===== src/design/aos_pkg.sv =====
// shared constants and types for the acceleration output and init sequencer
package aos_pkg;
    localparam int unsigned CLK_HZ = 125000000;
    // filtered sample period and pulse-code bit rate
    localparam int unsigned SAMPLE_PERIOD_NS = 16000;
    localparam int unsigned SAMPLE_CYCLES = (SAMPLE_PERIOD_NS * 125) / 1000;
    localparam int unsigned SUB_STEPS = 16;
    localparam int unsigned SUB_CYCLES = SAMPLE_CYCLES / SUB_STEPS;
    localparam int unsigned PCM_HZ = 4000000;
    localparam int unsigned PCM_CYCLES = CLK_HZ / PCM_HZ;
    // start-up delays, microseconds
    localparam int unsigned LINK_READY_DELAY_US = 1000;
    localparam int unsigned FILTER_READY_DELAY_US = 50000;
    localparam int unsigned LINK_READY_CYCLES = LINK_READY_DELAY_US * (CLK_HZ / 1000000);
    localparam int unsigned FILTER_READY_CYCLES = FILTER_READY_DELAY_US * (CLK_HZ / 1000000);
    // result word layout
    localparam int unsigned RES_W = 26;
    localparam int unsigned W10_MSB = 21;
    localparam int unsigned W10_LSB = 12;
    localparam int unsigned W8_LSB = 14;
    localparam int unsigned PCM_LSB = 13;
    localparam logic signed [25:0] CLIP_HI = 26'sh01fffff;
    localparam logic signed [25:0] CLIP_LO = -26'sh0200000;
    // register map
    localparam logic [3:0] ADDR_DATA = 4'h0;
    localparam logic [3:0] ADDR_STATUS = 4'h1;
    localparam logic [3:0] ADDR_CFG2 = 4'h2;
    localparam logic [3:0] ADDR_IRQ_STAT = 4'h3;
    localparam logic [3:0] ADDR_IRQ_MASK = 4'h4;
    localparam logic [3:0] ADDR_COMP = 4'h5;
    localparam logic [7:0] CFG2_RESET = 8'h00;
    localparam int unsigned CFG2_PCM_BIT = 0;
    localparam int unsigned CFG2_W8_BIT = 1;

    typedef enum logic [2:0] {
        SEQ_RESET = 3'b000,
        SEQ_FUSE = 3'b001,
        SEQ_LINK_WAIT = 3'b010,
        SEQ_FILT_WAIT = 3'b011,
        SEQ_RUN = 3'b100
    } aos_seq_t;

    typedef struct packed {
        logic [3:0] addr;
        logic [31:0] wdata;
        logic wr;
        logic rd;
    } aos_bus_req_t;
endpackage


===== src/design/aos_top.sv =====
// acceleration output path (compensation, interpolation, scaling, pulse code) and start-up sequencer
// Notes on behaviour
// - correct offset, gain, non-linearity first
// - sixteen-step linear interpolation between samples
// - each sample delayed one sample period
// - answer from the two samples before the newest, weighted
// - timing error within one sixteenth period
// - clip 26-bit result, make 10/8 bits
// - bits 21..12 or 21..14, truncated
// - pulse-code pin only when enabled
// - 4 MHz density from upper 9 bits
// - start-up after power, under-voltage, clear
// - power-up: known state, no response
// - clear: init flag set, self-test clear
// - copy fuses to mirror, no response
// - link ready: short zero, long invalid
// - filter ready: flag cleared, data valid
// - overrange stays deterministic, saturating arithmetic
// - new sample every sixteen interpolation sub-steps
`timescale 1ns/1ps
module aos_top #(
    parameter int unsigned LINK_READY_CYC = aos_pkg::LINK_READY_CYCLES,
    parameter int unsigned FILTER_READY_CYC = aos_pkg::FILTER_READY_CYCLES,
    parameter int unsigned FUSE_WORDS = 8
) (
    // clock and reset
    input wire logic mclk,
    input wire logic rst_b,
    // start-up causes
    input wire logic uv_reset,
    input wire logic clear_cmd,
    // filtered sample stream
    input wire logic [25:0] filt_data,
    input wire logic filt_valid,
    // fuse array
    output logic [2:0] fuse_addr,
    input wire logic [15:0] fuse_rdata,
    // data request from link layer
    input wire logic accel_req,
    input wire logic accel_req_long,
    output logic [9:0] accel_word,
    output logic accel_word_valid,
    output logic accel_data_ok,
    output logic link_ready,
    output logic init_flag,
    output logic self_test_active_flag,
    // test pulse-code pin
    output logic pcm_out,
    output logic pcm_oe_b,
    // register port
    input wire aos_pkg::aos_bus_req_t bus,
    output logic [31:0] rdata,
    output logic irq
);
    aos_pkg::aos_seq_t seq_q;
    logic [31:0] dly_q;
    logic [15:0] mirror_q [FUSE_WORDS];
    logic [2:0] fidx_q;
    logic [2:0] fuse_addr_dly_q;
    logic [1:0] fuse_vld_q;
    logic [7:0] cfg2_q;
    logic [2:0] irq_stat_q;
    logic [2:0] irq_mask_q;
    logic signed [25:0] comp_q;
    logic comp_vld_q;
    logic signed [25:0] s_new_q;
    logic signed [25:0] s_old_q;
    logic signed [25:0] s_hold_q;
    logic [3:0] phase_q;
    logic [6:0] sub_cnt_q;
    logic [4:0] pcm_div_q;
    logic [9:0] pcm_acc_q;
    logic signed [25:0] interp_q;
    logic signed [31:0] interp_d;
    logic signed [25:0] clip_d;
    logic [9:0] word_d;
    logic restart;
    logic stat_rd;
    logic [2:0] ev;

    assign restart = uv_reset | clear_cmd;

    always_ff @(posedge mclk) begin
        if (!rst_b || restart) begin
            seq_q <= aos_pkg::SEQ_RESET;
            dly_q <= 32'h0;
            fidx_q <= 3'h0;
        end else begin
            case (seq_q)
                aos_pkg::SEQ_RESET: begin
                    seq_q <= aos_pkg::SEQ_FUSE;
                end
                aos_pkg::SEQ_FUSE: begin
                    fidx_q <= fidx_q + 3'h1;
                    if (32'(fidx_q) == FUSE_WORDS - 1) begin
                        seq_q <= aos_pkg::SEQ_LINK_WAIT;
                    end
                end
                aos_pkg::SEQ_LINK_WAIT: begin
                    dly_q <= dly_q + 32'h1;
                    if (dly_q == LINK_READY_CYC - 1) begin
                        seq_q <= aos_pkg::SEQ_FILT_WAIT;
                        dly_q <= 32'h0;
                    end
                end
                aos_pkg::SEQ_FILT_WAIT: begin
                    dly_q <= dly_q + 32'h1;
                    if (dly_q == FILTER_READY_CYC - 1) begin
                        seq_q <= aos_pkg::SEQ_RUN;
                    end
                end
                aos_pkg::SEQ_RUN: begin
                    seq_q <= aos_pkg::SEQ_RUN;
                end
                default: begin
                    seq_q <= aos_pkg::SEQ_RESET;
                end
            endcase
        end
    end

    // fuse word arrives one cycle after its address
    always_ff @(posedge mclk) begin
        if (!rst_b) begin
            fuse_vld_q <= 2'b00;
        end else begin
            fuse_vld_q <= {fuse_vld_q[0], seq_q == aos_pkg::SEQ_FUSE};
        end
    end

    always_ff @(posedge mclk) begin
        fuse_addr <= fidx_q;
        fuse_addr_dly_q <= fuse_addr;
        if (fuse_vld_q[1]) begin
            mirror_q[fuse_addr_dly_q] <= fuse_rdata;
        end
    end

    always_ff @(posedge mclk) begin
        if (!rst_b || restart) begin
            link_ready <= 1'b0;
            init_flag <= 1'b1;
            self_test_active_flag <= 1'b0;
            accel_data_ok <= 1'b0;
        end else begin
            link_ready <= seq_q == aos_pkg::SEQ_FILT_WAIT || seq_q == aos_pkg::SEQ_RUN;
            init_flag <= seq_q != aos_pkg::SEQ_RUN;
            self_test_active_flag <= 1'b0;
            accel_data_ok <= seq_q == aos_pkg::SEQ_RUN;
        end
    end

    // offset, gain and square-law trim from mirror
    always_ff @(posedge mclk) begin
        logic signed [47:0] lin;
        logic signed [47:0] sq;
        logic signed [47:0] sum;
        lin = 48'sh0;
        sq = 48'sh0;
        sum = 48'sh0;
        if (!rst_b) begin
            comp_q <= 26'sh0;
            comp_vld_q <= 1'b0;
        end else begin
            comp_vld_q <= filt_valid;
            if (filt_valid) begin
                lin = (48'(signed'(filt_data)) * 48'(signed'(mirror_q[1]))) >>> 14;
                sq = ((48'(signed'(filt_data)) >>> 12) * (48'(signed'(filt_data)) >>> 12)) >>> 14;
                sq = (sq * 48'(signed'(mirror_q[2]))) >>> 14;
                sum = lin + sq + 48'(signed'(mirror_q[0]));
                if (sum > 48'(aos_pkg::CLIP_HI) * 2) begin
                    comp_q <= 26'sh1ffffff;
                end else if (sum < 48'(aos_pkg::CLIP_LO) * 2) begin
                    comp_q <= -26'sh1ffffff;
                end else begin
                    comp_q <= sum[25:0];
                end
            end
        end
    end

    // one sample per sixteen interpolation sub-steps
    always_ff @(posedge mclk) begin
        if (!rst_b) begin
            s_hold_q <= 26'sh0;
            s_new_q <= 26'sh0;
            s_old_q <= 26'sh0;
        end else if (comp_vld_q) begin
            s_hold_q <= comp_q;
            s_new_q <= s_hold_q;
            s_old_q <= s_new_q;
        end
    end

    always_ff @(posedge mclk) begin
        if (!rst_b || comp_vld_q) begin
            phase_q <= 4'h0;
            sub_cnt_q <= 7'h0;
        end else if (32'(sub_cnt_q) == aos_pkg::SUB_CYCLES - 1) begin
            sub_cnt_q <= 7'h0;
            if (phase_q != 4'hf) begin
                phase_q <= phase_q + 4'h1;
            end
        end else begin
            sub_cnt_q <= sub_cnt_q + 7'h1;
        end
    end

    always_comb begin
        interp_d = 32'(s_old_q) + ((32'(s_new_q) - 32'(s_old_q)) * signed'(32'(phase_q))) / 32'sd16;
    end

    always_comb begin
        if (interp_q > aos_pkg::CLIP_HI) begin
            clip_d = aos_pkg::CLIP_HI;
        end else if (interp_q < aos_pkg::CLIP_LO) begin
            clip_d = aos_pkg::CLIP_LO;
        end else begin
            clip_d = interp_q;
        end
        if (cfg2_q[aos_pkg::CFG2_W8_BIT]) begin
            word_d = {2'b00, clip_d[aos_pkg::W10_MSB:aos_pkg::W8_LSB]};
        end else begin
            word_d = clip_d[aos_pkg::W10_MSB:aos_pkg::W10_LSB];
        end
    end

    always_ff @(posedge mclk) begin
        if (!rst_b) begin
            interp_q <= 26'sh0;
        end else begin
            interp_q <= interp_d[25:0];
        end
    end

    // short read zero before data valid
    always_ff @(posedge mclk) begin
        if (!rst_b || restart) begin
            accel_word <= 10'h0;
            accel_word_valid <= 1'b0;
        end else begin
            accel_word_valid <= accel_req && link_ready;
            if (accel_req && link_ready) begin
                if (accel_data_ok || accel_req_long) begin
                    accel_word <= word_d;
                end else begin
                    accel_word <= 10'h0;
                end
            end
        end
    end

    always_ff @(posedge mclk) begin
        logic [9:0] sum9;
        sum9 = 10'h0;
        if (!rst_b || !cfg2_q[aos_pkg::CFG2_PCM_BIT]) begin
            pcm_div_q <= 5'h0;
            pcm_acc_q <= 10'h0;
            pcm_out <= 1'b0;
            pcm_oe_b <= 1'b1;
        end else begin
            pcm_oe_b <= 1'b0;
            if (32'(pcm_div_q) == aos_pkg::PCM_CYCLES - 1) begin
                pcm_div_q <= 5'h0;
                sum9 = {1'b0, pcm_acc_q[8:0]}
                    + {1'b0, ~clip_d[aos_pkg::W10_MSB], clip_d[20:aos_pkg::PCM_LSB]};
                pcm_acc_q <= sum9;
                pcm_out <= sum9[9];
            end else begin
                pcm_div_q <= pcm_div_q + 5'h1;
            end
        end
    end

    // events: link ready, data valid, restart
    assign ev = {restart, (seq_q == aos_pkg::SEQ_FILT_WAIT) && (dly_q == FILTER_READY_CYC - 1),
        (seq_q == aos_pkg::SEQ_LINK_WAIT) && (dly_q == LINK_READY_CYC - 1)};
    assign stat_rd = bus.rd && bus.addr == aos_pkg::ADDR_IRQ_STAT;

    // set wins over read-clear
    always_ff @(posedge mclk) begin
        if (!rst_b) begin
            irq_stat_q <= 3'h0;
        end else begin
            irq_stat_q <= (stat_rd ? 3'h0 : irq_stat_q) | ev;
        end
    end

    always_ff @(posedge mclk) begin
        if (!rst_b) begin
            irq <= 1'b0;
        end else begin
            irq <= |(((stat_rd ? 3'h0 : irq_stat_q) | ev) & irq_mask_q);
        end
    end

    always_ff @(posedge mclk) begin
        if (!rst_b) begin
            cfg2_q <= aos_pkg::CFG2_RESET;
            irq_mask_q <= 3'h0;
        end else if (bus.wr) begin
            if (bus.addr == aos_pkg::ADDR_CFG2) begin
                cfg2_q <= bus.wdata[7:0];
            end
            if (bus.addr == aos_pkg::ADDR_IRQ_MASK) begin
                irq_mask_q <= bus.wdata[2:0];
            end
        end
    end

    always_ff @(posedge mclk) begin
        if (!rst_b) begin
            rdata <= 32'h0;
        end else if (bus.rd) begin
            case (bus.addr)
                aos_pkg::ADDR_DATA: rdata <= {22'h0, word_d};
                aos_pkg::ADDR_STATUS: rdata <= {26'h0, seq_q, accel_data_ok,
                    self_test_active_flag, init_flag};
                aos_pkg::ADDR_CFG2: rdata <= {24'h0, cfg2_q};
                aos_pkg::ADDR_IRQ_STAT: rdata <= {29'h0, irq_stat_q};
                aos_pkg::ADDR_IRQ_MASK: rdata <= {29'h0, irq_mask_q};
                aos_pkg::ADDR_COMP: rdata <= {6'h0, comp_q};
                default: rdata <= 32'h0;
            endcase
        end else begin
            rdata <= 32'h0;
        end
    end
endmodule // aos_top


===== config.mk =====
export PLATFORM = sky130hd
export DESIGN_NAME = aos_top
export DESIGN_NICKNAME = d
export VERILOG_FILES = /design/src/design/aos_pkg.sv /design/src/design/aos_top.sv
export SDC_FILE = /design/constraint.sdc
export NUM_CORES = 2
export LEC_CHECK = 0
export BUFFER_PORTS_ARGS = -buffer_cell sky130_fd_sc_hd__buf_2
export CORE_ASPECT_RATIO = 1.75
export CORE_MARGIN = 4
export CORE_UTILIZATION = 50
export CTS_CLUSTER_DIAMETER = 100
export DETAILED_ROUTE_END_ITERATION = 10
export PLACE_DENSITY = 0.67
export SLEW_MARGIN = 10
export SYNTH_ARGS = -nofsm -noshare
export SYNTH_HDL_FRONTEND = slang
export SYNTH_SLANG_ARGS = --single-unit

===== constraint.sdc =====
create_clock -name mclk -period 35.3 [get_ports mclk]
set_clock_uncertainty 0.2 [all_clocks]
set_input_delay 3.53 -clock mclk [delete_from_list [all_inputs] [get_ports mclk]]
set_output_delay 3.53 -clock mclk [all_outputs]
set_load 0.02 [all_outputs]

==> impl_metrics.ini <==
[detailed_routing]
via_per_inst = 5.42
dr.first_iter.drc_count = 1633
via_count = 34779
drt_pre_antenna_iters = 6
wirelength_mm = 120
drc_errors = 0
antenna_left = 0
wl_per_cell_um = 18.7

[die]
die_h_um = 415
dieArea_sq_um = 99800
num_rows = 149
initial_core_util_pct = 50.2
core_area_sq_um = 94100
io_pins = 140
dieWidth_um = 241

[run]
max-cap-violations = 0

[finish]
drive_gt1_share_pct = 4.87
fin_nets = 6547
syn_to_final_growth_pct = 5.53
layout_common_cells = inv_1 (1,102), fa_1 (882), nand2_1 (575), ha_1 (388), and2_1 (346)
final_common_cell = inv_1

[setup_path]
crit_slowest_cell = o21ai_2
arrival_ns = 21.02
crit_family = adder cells
cp.required_ns = 35.54
start_kind = input pin
worst-path-max-fanout = 28
end_kind = flop
critical_path_class = input pin to flop
cpPeakStageDelay_ns = 0.88
crit_buf_inv = 12
worst_path_most_repeated_cell = fa_1

[clock_network]
cts_hold_buf = 0
htreeDepth = 1
cts_resized = 0
cts.sinks = 295
numCtsBuffers = 29
cts_tree = built
clock_latency_ns = 0.60
cts_buffer_depth = 3
clk_pin_slew_ns = 0.07
cts_root_buf = clkbuf_16
post-cts-setup-buffers = 0

[sta]
worst_hold_slack_ns = 0.152
fmax_mhz = 48.1
fin_setup_tns_ns = 0
final_hold_viol_count = 0
setup_ws_ns = 14.52
rsz0062_at_grt = no
relSlewSlack_pct = 18.8
period_minus_slack_ns = 20.78
setup_viol = 0
min_period_over_period_pct = 58.9
worstMarginPinSlew_ns = 1.22
final_max_slew_viol_count = 0

[synth]
seq_area_frac_synth_pct = 13.5
yosysUniqueCellTypes = 81
syn_avg_cell_area_sq_um = 9.09
synth_flop_cell = dfxtp_1
syn_inst = 5201
synth_warnings = 0
synth_seq_cells = 295
synth_area_sq_um = 47300
synth-async-reset-ratio_pct = 0
synth_edf_count = 48

[grt]
grt_pass1_wl_mm = 195
grt_usage_pct = 24.6
antenna_found_initial = 2
grt_pass1_vias = 37839
grt_max_degree = 64
grt_overflow = 0

[placement]
place_ws_ns = 13.95
hpwl_mm = 96.7
gp_congestion = 0.885
io_buffers = 108

[min_path]
worstHoldPathType = flop to flop

[status]
status = complete, no violations
## state kept, by name, summed over array words and instances (netlist names), 8 cells and up
signal / count
s_new_q: 26
pcm_acc_q: 9
dly_q: 32
rdata: 26
mirror_q: 48
accel_word: 10
cfg2_q: 8
comp_q: 26
s_old_q: 26
s_hold_q: 26
interp_q: 14
## cells in the mapped netlist, drive strengths merged, types with 8 or more instances
cell type     n  area share, %
nor3         30           0.33
o21a         25           0.40
mux2i        92            1.9
xor2         82            1.5
ha          388             10
and2        346            4.6
nand3        46           0.49
nor4         15           0.20
a21o         63            1.0
buf          23           0.28
clkbuf      175            1.4
dfxtp       247             10
o21ai        94            1.0
a31oi        15           0.20
a31o          8           0.15
nand2b       50           0.66
nand2       575            4.6
a22oi        14           0.22
edfxtp       48            3.0
nand4        37           0.49
a211oi       18           0.29
xnor2       145            2.7
o31ai         9           0.17
nor2        278            2.2
inv        1103            8.8
and3         30           0.40
o21bai       19           0.30
a21oi       184            2.0
a21boi        9           0.14
fa          882             37
mux2          8           0.19
nor2b        38           0.50
or2          16           0.21
## layout make-up
| class | count | area [sq um] |
|---|---|---|
| diodes | 1 | 2.50 |
| clock buffers | 32 | 758 |
| clock inverters | 21 | 188 |
| fillers | 8611 | 44200 |
| inverters | 1103 | 4140 |
| multi-input cells | 3611 | 36100 |
| flip-flops and latches | 295 | 6390 |
| well taps | 1208 | 1510 |
| repair buffers | 150 | 856 |
## stage by stage
stage | instances | utilization (%) | instance area [sq um]
floorplan | 5207 | - | 47300
global placement | 6367 | 52.0 | 49000
detailed placement | 6367 | 52.0 | 49000
CTS | 6420 | 53.0 | 49900
global route | 6421 | 53.0 | 49900
finish | 6421 | 53.0 | 49900
## cells by family (layout without fill, tap and decap cells)
family | Yosys count | after routing | share of synthesized area, %
flip-flops | 295 | 295 | 13.5
other | 1 | 8 | 0.00793
multiplexers | 100 | 100 | 2.14
adder cells (fa/ha/maj) | 1270 | 1270 | 47.6
XOR/XNOR | 227 | 227 | 4.24
buffers and inverters | 1301 | 1306 | 10.4
AO/OA/AOI/OAI | 516 | 516 | 6.96
AND/OR/NAND/NOR | 1491 | 1491 | 15.1
## per-layer routing
metal	up-vias	wire [um]	GRT usage, %
li1	15857	-	-
met1	17683	40300	25.1
met2	865	67300	48.3
met3	374	4150	1.88
met4	0	8530	13.9
met5	-	0	0
## final timing paths
path	slack, ns	to	depth (start not counted)	from
max	14.52	comp_q[23]	61	filt_data[18]
min	0.15	fuse_addr_dly_q[1]	0	fuse_addr[1]
max reg2reg	23.61	comp_q[23]	36	mirror_q[1][6]
min reg2reg	0.15	fuse_addr_dly_q[1]	0	fuse_addr[1]
Power is left out: the tool's default activity adds up to more than one toggle a clock period on the data nets, which glitch-free logic cannot reach.
